--- config.mk ---
export PLATFORM = sky130hd
export DESIGN_NAME = uart_ctl2
export DESIGN_NICKNAME = d
export VERILOG_FILES = /design/src/uart_ctl2_pkg.sv /design/src/uart_ctl2.sv
export SDC_FILE = /design/constraint.sdc
export NUM_CORES = 1
export LEC_CHECK = 0
export ABC_AREA = 1
export BUFFER_PORTS_ARGS = -buffer_cell sky130_fd_sc_hd__buf_4
export CAP_MARGIN = 20
export CORE_MARGIN = 3
export CORE_UTILIZATION = 50
export CTS_BUF_LIST = sky130_fd_sc_hd__clkbuf_8
export DETAILED_ROUTE_END_ITERATION = 7
export HOLD_SLACK_MARGIN = 0.08
export PLACE_DENSITY_LB_ADDON = 0.3
export SYNTH_ARGS = -nofsm -noshare
export SYNTH_HDL_FRONTEND = slang
export SYNTH_SLANG_ARGS = --single-unit
--- constraint.sdc ---
create_clock -name clock -period 1.24 [get_ports clock]
set_input_delay 0.186 -clock clock [delete_from_list [all_inputs] [get_ports clock]]
set_output_delay 0.186 -clock clock [all_outputs]
set_load 0.005 [all_outputs]
--- src/uart_ctl2_pkg.sv ---
// Purpose: Shared constants and carriers for the second serial control register
// Assumes: 8-bit register port, single 40 MHz clock
// Notes:   Offsets of the register window are local choices
package uart_ctl2_pkg;

   // Register map (byte addresses on the plain port)
   localparam logic [3:0] ADDR_CTRL2     = 4'h0;
   localparam logic [3:0] ADDR_IRQ_STAT  = 4'h1;
   localparam logic [3:0] ADDR_IRQ_MASK  = 4'h2;
   localparam logic [3:0] ADDR_LINK_CFG  = 4'h3;
   localparam logic [3:0] ADDR_PIN_STAT  = 4'h4;

   // Control register two field positions
   localparam int BIT_TX_EMPTY_IE = 7;
   localparam int BIT_TX_DONE_IE  = 6;
   localparam int BIT_RX_FULL_IE  = 5;
   localparam int BIT_IDLE_IE     = 4;
   localparam int BIT_TX_ON       = 3;
   localparam int BIT_RX_ON       = 2;
   localparam logic [7:0] CTRL2_RESET = 8'h00;
   localparam logic [7:0] CTRL2_WMASK = 8'hfc; // Bits 1..0 live elsewhere

   // Link configuration field positions
   localparam int BIT_LOOPBACK   = 0;
   localparam int BIT_RX_SOURCE  = 1;
   localparam int BIT_WIRE_DIR   = 2;
   localparam logic [7:0] LINK_RESET = 8'h00;
   localparam logic [7:0] LINK_WMASK = 8'h07;

   // Sticky event bits
   localparam int EV_QUEUED_IDLE = 0;
   localparam int EV_PIN_RELEASE = 1;
   localparam int EV_TX_REQ      = 2;
   localparam int EV_RX_REQ      = 3;
   localparam logic [7:0] EV_WMASK = 8'h0f;
   localparam logic [7:0] ZERO8    = 8'h00;

   // Pin ownership states of the transmit pin
   typedef enum logic [1:0] {
      PIN_PORT  = 2'b00,
      PIN_OWNED = 2'b01,
      PIN_DRAIN = 2'b10
   } pin_own_e;

   // Flags from the shifter side
   typedef struct packed {
      logic tx_buffer_empty_flag;
      logic tx_complete_flag;
      logic rx_data_full_flag;
      logic idle_line_flag;
   } uart_flags_s;

   // Register bus request
   typedef struct packed {
      logic [3:0] addr;
      logic [7:0] wdata;
      logic       wr;
      logic       rd;
   } reg_req_s;

endpackage

--- src/uart_ctl2.sv ---
// Purpose: Second control register of a serial port with pin ownership logic
// Assumes: One clock, async active-low reset, flags come from same-clock logic
// Notes:   Shifter reports busy and pending traffic; this block only steers
module uart_ctl2 (
   // Clock and reset
   input  wire logic                 clock,
   input  wire logic                 rstn,
   // Register port
   input  wire uart_ctl2_pkg::reg_req_s req,
   output logic [7:0]                rdata,
   // Flags and shifter status
   input  wire uart_ctl2_pkg::uart_flags_s flags,
   input  wire logic                 tx_busy,
   // Transmitter and receiver controls
   output logic                      tx_run,
   output logic                      queue_idle,
   output logic                      tx_irq,
   output logic                      rx_irq,
   output logic                      rx_run,
   // Pin ownership and interrupt
   output logic                      txd_owned,
   output logic                      txd_oe,
   output logic                      rxd_owned,
   output logic                      irq
);

   typedef struct packed {
      logic [7:0]              ctrl2_r;
      logic [7:0]              link_r;
      logic [7:0]              stat_r;
      logic [7:0]              mask_r;
      logic [7:0]              rdata_r;
      uart_ctl2_pkg::pin_own_e own_r;
      logic                    off_seen_r;
      logic                    qidle_r;
      logic                    tx_irq_r;
      logic                    rx_irq_r;
      logic                    irq_r;
      logic                    txd_oe_r;
      logic                    owned_r;
   } state_s;

   state_s s_r;
   state_s s_nxt;

   // Bit select helper used for many fields
   function automatic logic bit_of(input logic [7:0] v, input int idx);
      bit_of = v[idx[2:0]];
   endfunction

   // Next-state logic for the whole block
   always_comb begin
      logic tx_on;
      logic loopback_select;
      logic rx_source_select;
      logic wr_c2;
      logic [7:0] ev;
      tx_on = 1'b0;
      loopback_select = 1'b0;
      rx_source_select  = 1'b0;
      wr_c2 = 1'b0;
      ev    = uart_ctl2_pkg::ZERO8;
      s_nxt = s_r;
      wr_c2 = req.wr && req.addr == uart_ctl2_pkg::ADDR_CTRL2;

      // Writes accepted regardless of shifter state
      if (wr_c2) begin
         s_nxt.ctrl2_r = req.wdata & uart_ctl2_pkg::CTRL2_WMASK;
      end
      if (req.wr && req.addr == uart_ctl2_pkg::ADDR_LINK_CFG) begin
         s_nxt.link_r = req.wdata & uart_ctl2_pkg::LINK_WMASK;
      end
      if (req.wr && req.addr == uart_ctl2_pkg::ADDR_IRQ_MASK) begin
         s_nxt.mask_r = req.wdata & uart_ctl2_pkg::EV_WMASK;
      end

      tx_on = bit_of(s_nxt.ctrl2_r, uart_ctl2_pkg::BIT_TX_ON);
      loopback_select = bit_of(s_nxt.link_r, uart_ctl2_pkg::BIT_LOOPBACK);
      rx_source_select  = bit_of(s_nxt.link_r, uart_ctl2_pkg::BIT_RX_SOURCE);

      // Off then on while busy queues one idle character
      if (wr_c2 && !bit_of(req.wdata, uart_ctl2_pkg::BIT_TX_ON) && tx_busy) begin
         s_nxt.off_seen_r = 1'b1;
      end
      s_nxt.qidle_r = 1'b0;
      if (s_r.off_seen_r && wr_c2 && bit_of(req.wdata, uart_ctl2_pkg::BIT_TX_ON)) begin
         s_nxt.qidle_r    = 1'b1;
         s_nxt.off_seen_r = 1'b0;
         ev[uart_ctl2_pkg::EV_QUEUED_IDLE] = 1'b1;
      end else if (!tx_busy && !tx_on) begin
         s_nxt.off_seen_r = 1'b0;
      end

      // Pin ownership; drain keeps the pin until shifter empties
      unique case (s_r.own_r)
         uart_ctl2_pkg::PIN_PORT: begin
            if (tx_on) begin
               s_nxt.own_r = uart_ctl2_pkg::PIN_OWNED;
            end
         end
         uart_ctl2_pkg::PIN_OWNED: begin
            if (!tx_on) begin
               s_nxt.own_r = tx_busy ? uart_ctl2_pkg::PIN_DRAIN
                                     : uart_ctl2_pkg::PIN_PORT;
               ev[uart_ctl2_pkg::EV_PIN_RELEASE] = !tx_busy;
            end
         end
         uart_ctl2_pkg::PIN_DRAIN: begin
            if (tx_on) begin
               s_nxt.own_r = uart_ctl2_pkg::PIN_OWNED;
            end else if (!tx_busy && !s_r.qidle_r) begin
               s_nxt.own_r = uart_ctl2_pkg::PIN_PORT;
               ev[uart_ctl2_pkg::EV_PIN_RELEASE] = 1'b1;
            end
         end
         default: s_nxt.own_r = uart_ctl2_pkg::PIN_PORT;
      endcase

      // Loopback with internal source stops driving the pin; ownership is kept
      if (s_nxt.own_r == uart_ctl2_pkg::PIN_PORT || (loopback_select && !rx_source_select)) begin
         s_nxt.txd_oe_r = 1'b0;
      end else if (loopback_select && rx_source_select) begin
         s_nxt.txd_oe_r = bit_of(s_nxt.link_r, uart_ctl2_pkg::BIT_WIRE_DIR);
      end else begin
         s_nxt.txd_oe_r = 1'b1;
      end

      // Level requests, held while flag and enable hold
      s_nxt.tx_irq_r =
         (bit_of(s_r.ctrl2_r, uart_ctl2_pkg::BIT_TX_EMPTY_IE) && flags.tx_buffer_empty_flag)
         || (bit_of(s_r.ctrl2_r, uart_ctl2_pkg::BIT_TX_DONE_IE) && flags.tx_complete_flag);
      s_nxt.rx_irq_r =
         (bit_of(s_r.ctrl2_r, uart_ctl2_pkg::BIT_RX_FULL_IE) && flags.rx_data_full_flag)
         || (bit_of(s_r.ctrl2_r, uart_ctl2_pkg::BIT_IDLE_IE) && flags.idle_line_flag);
      ev[uart_ctl2_pkg::EV_TX_REQ] = s_nxt.tx_irq_r && !s_r.tx_irq_r;
      ev[uart_ctl2_pkg::EV_RX_REQ] = s_nxt.rx_irq_r && !s_r.rx_irq_r;

      // Sticky status: write one clears, a new event wins
      if (req.wr && req.addr == uart_ctl2_pkg::ADDR_IRQ_STAT) begin
         s_nxt.stat_r = s_r.stat_r & ~req.wdata;
      end
      s_nxt.stat_r = s_nxt.stat_r | ev;
      s_nxt.irq_r  = |(s_nxt.stat_r & s_nxt.mask_r);

      // Read data in the following cycle; unmapped reads zero
      s_nxt.rdata_r = uart_ctl2_pkg::ZERO8;
      if (req.rd) begin
         unique case (req.addr)
            uart_ctl2_pkg::ADDR_CTRL2:    s_nxt.rdata_r = s_r.ctrl2_r;
            uart_ctl2_pkg::ADDR_IRQ_STAT: s_nxt.rdata_r = s_r.stat_r;
            uart_ctl2_pkg::ADDR_IRQ_MASK: s_nxt.rdata_r = s_r.mask_r;
            uart_ctl2_pkg::ADDR_LINK_CFG: s_nxt.rdata_r = s_r.link_r;
            uart_ctl2_pkg::ADDR_PIN_STAT:
               s_nxt.rdata_r = {4'h0, s_r.qidle_r, s_r.txd_oe_r, 2'(s_r.own_r)};
            default:                      s_nxt.rdata_r = uart_ctl2_pkg::ZERO8;
         endcase
      end
      // Registered copy so pin outputs come straight from a flop
      s_nxt.owned_r = s_nxt.own_r != uart_ctl2_pkg::PIN_PORT;
   end

   // State register
   always_ff @(posedge clock or negedge rstn) begin
      if (!rstn) begin
         s_r          <= '0;
         s_r.ctrl2_r  <= uart_ctl2_pkg::CTRL2_RESET;
         s_r.link_r   <= uart_ctl2_pkg::LINK_RESET;
         s_r.own_r    <= uart_ctl2_pkg::PIN_PORT;
      end else begin
         s_r <= s_nxt;
      end
   end

   // Outputs straight from flops
   assign rdata      = s_r.rdata_r;
   assign tx_run     = s_r.owned_r;
   assign queue_idle = s_r.qidle_r;
   assign tx_irq     = s_r.tx_irq_r;
   assign rx_irq     = s_r.rx_irq_r;
   assign rx_run     = s_r.ctrl2_r[uart_ctl2_pkg::BIT_RX_ON];
   assign rxd_owned  = s_r.ctrl2_r[uart_ctl2_pkg::BIT_RX_ON];
   assign txd_owned  = s_r.owned_r;
   assign txd_oe     = s_r.txd_oe_r;
   assign irq        = s_r.irq_r;

   // Checks
   property p_tx_empty_req;
      @(posedge clock) disable iff (!rstn)
      (s_r.ctrl2_r[uart_ctl2_pkg::BIT_TX_EMPTY_IE] && flags.tx_buffer_empty_flag) |=> tx_irq;
   endproperty
   a_tx_empty_req: assert property (p_tx_empty_req) else $error("tx empty request missing");

   property p_tx_done_req;
      @(posedge clock) disable iff (!rstn)
      (s_r.ctrl2_r[uart_ctl2_pkg::BIT_TX_DONE_IE] && flags.tx_complete_flag) |=> tx_irq;
   endproperty
   a_tx_done_req: assert property (p_tx_done_req) else $error("tx done request missing");

   property p_rx_full_req;
      @(posedge clock) disable iff (!rstn)
      (s_r.ctrl2_r[uart_ctl2_pkg::BIT_RX_FULL_IE] && flags.rx_data_full_flag) |=> rx_irq;
   endproperty
   a_rx_full_req: assert property (p_rx_full_req) else $error("rx full request missing");

   property p_idle_req;
      @(posedge clock) disable iff (!rstn)
      (s_r.ctrl2_r[uart_ctl2_pkg::BIT_IDLE_IE] && flags.idle_line_flag) |=> rx_irq;
   endproperty
   a_idle_req: assert property (p_idle_req) else $error("idle request missing");

   property p_tx_quiet;
      @(posedge clock) disable iff (!rstn)
      (!s_r.ctrl2_r[uart_ctl2_pkg::BIT_TX_EMPTY_IE] && !s_r.ctrl2_r[uart_ctl2_pkg::BIT_TX_DONE_IE])
      |=> !tx_irq;
   endproperty
   a_tx_quiet: assert property (p_tx_quiet) else $error("tx request while disabled");

   property p_write_read;
      @(posedge clock) disable iff (!rstn)
      (req.wr && req.addr == uart_ctl2_pkg::ADDR_CTRL2) ##1
      (req.rd && req.addr == uart_ctl2_pkg::ADDR_CTRL2 && !req.wr)
      |=> rdata == ($past(req.wdata, 2) & uart_ctl2_pkg::CTRL2_WMASK);
   endproperty
   a_write_read: assert property (p_write_read) else $error("readback mismatch");

   property p_drain;
      @(posedge clock) disable iff (!rstn)
      (txd_owned && !s_r.ctrl2_r[uart_ctl2_pkg::BIT_TX_ON] && tx_busy) |=> txd_owned;
   endproperty
   a_drain: assert property (p_drain) else $error("pin released while busy");

   property p_loop_release;
      @(posedge clock) disable iff (!rstn)
      (s_r.link_r[uart_ctl2_pkg::BIT_LOOPBACK] && !s_r.link_r[uart_ctl2_pkg::BIT_RX_SOURCE])
      |-> !txd_oe;
   endproperty
   a_loop_release: assert property (p_loop_release) else $error("pin driven in loopback");

   property p_off_idle;
      @(posedge clock) disable iff (!rstn)
      (!s_r.ctrl2_r[uart_ctl2_pkg::BIT_TX_ON] && s_r.own_r != uart_ctl2_pkg::PIN_DRAIN)
      |-> !tx_run;
   endproperty
   a_off_idle: assert property (p_off_idle) else $error("transmitter runs while off");

   property p_rx_pin;
      @(posedge clock) disable iff (!rstn)
      (req.wr && req.addr == uart_ctl2_pkg::ADDR_CTRL2)
      |=> rxd_owned == $past(req.wdata[uart_ctl2_pkg::BIT_RX_ON]);
   endproperty
   a_rx_pin: assert property (p_rx_pin) else $error("rx pin ownership wrong");

   // Receive pin only moves on a write
   property p_rx_hold;
      @(posedge clock) disable iff (!rstn)
      !(req.wr && req.addr == uart_ctl2_pkg::ADDR_CTRL2) |=> $stable(rxd_owned);
   endproperty
   a_rx_hold: assert property (p_rx_hold) else $error("rx pin moved without write");

   // Enabling the transmitter takes the pin at once
   property p_tx_on_owns;
      @(posedge clock) disable iff (!rstn)
      (req.wr && req.addr == uart_ctl2_pkg::ADDR_CTRL2 && req.wdata[uart_ctl2_pkg::BIT_TX_ON])
      |=> (tx_run && txd_owned);
   endproperty
   a_tx_on_owns: assert property (p_tx_on_owns) else $error("pin not taken");

   // Pin direction in port, normal and single-wire setups
   property p_port_quiet;
      @(posedge clock) disable iff (!rstn)
      !txd_owned |-> !txd_oe;
   endproperty
   a_port_quiet: assert property (p_port_quiet) else $error("unowned pin driven");

   property p_tx_pin_drive;
      @(posedge clock) disable iff (!rstn)
      (txd_owned && !s_r.link_r[uart_ctl2_pkg::BIT_LOOPBACK]) |-> txd_oe;
   endproperty
   a_tx_pin_drive: assert property (p_tx_pin_drive) else $error("pin not driven");

   property p_wire_dir;
      @(posedge clock) disable iff (!rstn)
      (txd_owned && s_r.link_r[uart_ctl2_pkg::BIT_LOOPBACK]
       && s_r.link_r[uart_ctl2_pkg::BIT_RX_SOURCE])
      |-> txd_oe == s_r.link_r[uart_ctl2_pkg::BIT_WIRE_DIR];
   endproperty
   a_wire_dir: assert property (p_wire_dir) else $error("single-wire direction wrong");

   // Queued idle is one pulse, caused by an enabling write
   property p_queue_pulse;
      @(posedge clock) disable iff (!rstn)
      queue_idle |=> !queue_idle;
   endproperty
   a_queue_pulse: assert property (p_queue_pulse) else $error("idle pulse too long");

   property p_queue_cause;
      @(posedge clock) disable iff (!rstn)
      queue_idle |-> ($past(req.wr) && $past(req.addr) == uart_ctl2_pkg::ADDR_CTRL2 && tx_run);
   endproperty
   a_queue_cause: assert property (p_queue_cause) else $error("idle without write");

   // Pin goes back to the port once traffic is done
   property p_release;
      @(posedge clock) disable iff (!rstn)
      (txd_owned && !s_r.ctrl2_r[uart_ctl2_pkg::BIT_TX_ON] && !tx_busy
       && !queue_idle && !req.wr) |=> !txd_owned;
   endproperty
   a_release: assert property (p_release) else $error("pin kept after traffic");

   // Requests only follow their own flags and enables
   property p_tx_cause;
      @(posedge clock) disable iff (!rstn)
      tx_irq |-> ($past(flags.tx_buffer_empty_flag) || $past(flags.tx_complete_flag));
   endproperty
   a_tx_cause: assert property (p_tx_cause) else $error("tx request without flag");

   property p_rx_quiet;
      @(posedge clock) disable iff (!rstn)
      (!s_r.ctrl2_r[uart_ctl2_pkg::BIT_RX_FULL_IE] && !s_r.ctrl2_r[uart_ctl2_pkg::BIT_IDLE_IE])
      |=> !rx_irq;
   endproperty
   a_rx_quiet: assert property (p_rx_quiet) else $error("rx request while disabled");

   // Main scenarios worth seeing
   c_queue_idle: cover property (@(posedge clock) disable iff (!rstn) queue_idle);
   c_drain: cover property (@(posedge clock) disable iff (!rstn)
      s_r.own_r == uart_ctl2_pkg::PIN_DRAIN ##1 s_r.own_r == uart_ctl2_pkg::PIN_PORT);
   c_irq: cover property (@(posedge clock) disable iff (!rstn) irq);
   c_single_wire: cover property (@(posedge clock) disable iff (!rstn)
      txd_oe && s_r.link_r[uart_ctl2_pkg::BIT_RX_SOURCE]);
   c_write_read: cover property (@(posedge clock) disable iff (!rstn)
      (req.wr && req.addr == uart_ctl2_pkg::ADDR_CTRL2) ##1 req.rd);

endmodule

==> flow_summary_export.csv <==
group,metric,value,unit
critical_path,r2r_start,"s_r[8]$_DFF_PN0_",
finish,stdcell_count,369,
critical_path,r2r-end,"txd_oe$_DFF_PN0_",
timing,maxSlewHeadroom,65.12,%
finish,nets,343,
critical_path,cp_max_fo,4,
placement,hpwl,3507,µm
timing,finalSetupViolCount,5,
floorplanning,initial_utilization,52.45,%
placement,dpl-instance-area,2524,µm²
routing,drt_iter0_markers,145,
clock_tree,clkLatencyLatePin,0.30,ns
routing,detail_route.wl_per_cell,13.33,µm
timing,finalHoldViolCount,0,
critical_path,crit_cells,8,
run_status,status,"finished, violations left",
synth,synth_area_leader_cell,"dfrtp_1",
grt,antenna_found_initial,0,
synth,synth_nets,278,
timing,postLayoutSetupSlackWorst,-0.1004,ns
placement,place_inst,350,
critical_path,worstPathRequired,1.47,ns
flow_run,maxCapViolations,0,
critical_path,path_cells,"inv_2 > ha_4 > inv_4 > a21oi_2 > nand2_1 > nand2_1 > nand3_2 > a21oi_2",
synth,syn-cell-area,2113,µm²
critical_path,cpMaxStageDelayCell,"dfrtp_1",
finish,diodes,0,
grt,track_usage,21.09,%
floorplanning,rows,23,
routing,via_count,1803,
synth,synth.distinct_cells,25,
timing,grt_setup_unrepaired,"true",
timing,whs,0.1057,ns
finish,design_area,2824,µm²
grt,grt_pass1_vias,1720,
timing,finalCriticalPeriod,1.340,ns
critical_path,arrival,1.57,ns
pwr,ir_worst_vdd,0.001133,V
critical_path,critPathCapture,"txd_oe$_DFF_PN0_",
synth,syn_inst,253,
routing,drt_first_pass_iters,4,
clock_tree,cts.htree.levels,2,
synth,seq_area_frac_synth,49.73,%
pwr,p_leak,0.001528,µW
critical_path,regToRegSetupSlack,-0.10,ns
finish,drive_above_1_share,37.62,%
placement,io_buffers,37,
timing,fin_crit_sh,108.1,%
synth,avgSynthCellArea,8.353,µm²
clock_tree,clockRootBuffer,"clkbuf_8",
critical_path,path_buf_inv,2,
routing,drtAntennaViolNets,0,
pwr,p_per_area,1597,nW/µm²
clock_tree,cts_buffers,5,
synth,ys_ff_latch,42,
critical_path,startpoint_type,"flip-flop",
timing,clock_skew,0.006490,ns
synth,ys_top_cells_by_area,"dfrtp_1, nand2_1, inv_1, buf_4, nand3_1",
floorplanning,ios,38,
clock_tree,cts_tree,"built",
min_path,hold_class,"in2reg",
grt,grt_max_degree,43,
critical_path,cp-end-kind,"flip-flop",
critical_path,crit_family,"flip-flops",
grt,grt_pass1_wl,8211,µm
clock_tree,clkTransAtPathRegs,0.08,ns
routing,via_per_inst,4.886,
routing,routed_wl,4917,µm
placement,gp_congestion,0.8302,
timing,worstMarginPinSlew,0.5231,ns
synth,ys_warn_count,0,
critical_path,max_stage_delay,0.43,ns
timing,drv_slew,0,
clock_tree,cts_max_path_buffers,2,
synth,synth_top_area_share,49.73,%
clock_tree,clock-sinks,42,
critical_path,ff2ff_path_depth,8,
run_status,violations,"setup timing",
routing,drc,0,
floorplanning,fp.dieH,71.01,µm
critical_path,crit_type,"reg2reg",
critical_path,setup.worst_path.start,"s_r[8]$_DFF_PN0_",
pwr,power,4511,µW
finish,area_growth,33.63,%
grt,gr-total-overflow,0,
floorplanning,core,4029,µm²
min_path,min-delay-start,"req[7]",
timing,fmax,746.0,MHz
floorplanning,die_w,71.01,µm
floorplanning,die-area,5042,µm²
timing,tns,-0.3173,ns
## worst register-to-register path, stage by stage (launching register included)
cell     delay (ns)
dfrtp_1        0.43
inv_2          0.14
ha_4           0.16
inv_4          0.04
a21oi_2        0.13
nand2_1        0.06
nand2_1        0.09
nand3_2        0.10
a21oi_2        0.13
## flip-flops by register name, summed over array words and instances, names as in the netlist
signal	count
rx_run	1
tx_irq	1
irq	1
rdata	8
txd_oe	1
queue_idle	1
s_r	27
rx_irq	1
tx_run	1
## Yosys cell counts
master and instances:
a211oi_1 1, a21oi_1 6, a21oi_2 3, a22o_1 2, buf_2 1, buf_4 10
buf_6 2, dfrtp_1 42, ha_1 4, inv_1 46, inv_2 2, nand2_1 74
nand2_2 5, nand3_1 12, nand3_2 3, nand4_1 2, nor2_1 11, nor2_2 2
nor2_4 4, o2111a_1 1, o211ai_1 5, o21ai_0 7, o21ai_1 3, o21ai_2 3
o22ai_1 2
## stage by stage
stage	setup WS, ns	utilization [%]
2_1_floorplan	0.01464	-
3_3_place_gp	-0.1829	62.64
3_5_place_dp	-0.2383	62.64
4_1_cts	-0.09854	68.35
5_1_grt	-0.1680	70.09
6_report	-0.1004	70.09
## layout make-up
| type | count | area (µm²) |
|---|---|---|
| Timing Repair Buffer | 71 | 550.5 |
| Clock buffer | 5 | 68.82 |
| Clock inverter | 3 | 40.04 |
| Tap cell | 50 | 62.56 |
| Sequential cell | 42 | 1051 |
| Fill cell | 309 | 1205 |
| Inverter | 48 | 185.2 |
| Multi-Input combinational cell | 150 | 865.8 |
## logic make-up (layout without fill, tap and decap cells)
family                     after synthesis  after routing  share of synthesized area (%)
adders and majority gates                4              4                          2.368
DFF                                     42             42                          49.73
buffers and inverters                   61            127                          13.38
AOI/OAI and AO/OA                       33             33                          10.36
and+or+nand+nor                        113            113                          24.16
## how the worst min path moves through the flow
| stage | slack (ns) | cells after the start | endpoint |
|---|---|---|---|
| finish | 0.11 | 3 | s_r[46]$_DFFE_PN0N_ |
| floorplan | -0.11 | 0 | irq$_DFF_PN0_ |
| global route | 0.13 | 3 | s_r[48]$_DFFE_PN0N_ |
| detailed placement | 0.20 | 1 | rdata[2]$_DFF_PN0_ |
| global placement | 0.20 | 1 | rdata[1]$_DFF_PN0_ |
| CTS | 0.10 | 3 | s_r[46]$_DFFE_PN0N_ |
## power breakdown
group / total [µW] / internal [µW] / switching [µW] / leakage (µW)
combinational: 1680 / 837 / 847 / 0.000938
clock: 1080 / 593 / 483 / 0.0000579
sequential: 1750 / 1600 / 156 / 0.000532
## timing repair
action,in CTS,in global routing
hold buffers,1,0
setup buffers,8,2
setup endpoints to repair,5,9
gates resized for setup,12,18
pin swaps,7,12
endpoints found under the hold margin,42,0
cloned,0,0
## routing by layer
layer / wire, µm / vias up / GRT usage (%)
met2: 2348 / 62 / 33.47
met4: 104 / 0 / 7.516
met1: 2138 / 831 / 27.98
met5: 0 / - / 0
li1: - / 900 / -
met3: 325 / 10 / 5.540
## placed cells by master, fill, tap and decap left out, types with 2 or more instances in the layout
cell type,synthesis,final
nand3_1,12,10
clkbuf_8,0,5
nand2_1,74,69
o21ai_2,3,4
nor2_2,2,2
buf_6,2,4
a21oi_2,3,6
inv_1,46,41
ha_4,0,3
a22o_1,2,2
o21ai_0,7,6
clkinv_2,0,2
nand2_2,5,9
o21ai_1,3,3
nand3_2,3,5
inv_2,2,5
dfrtp_1,42,42
inv_4,0,2
nand4_1,2,2
nor2_1,11,11
a21oi_1,6,3
nor2_4,4,4
buf_4,10,66
o211ai_1,5,5
Power figures use the tool's default switching activity.
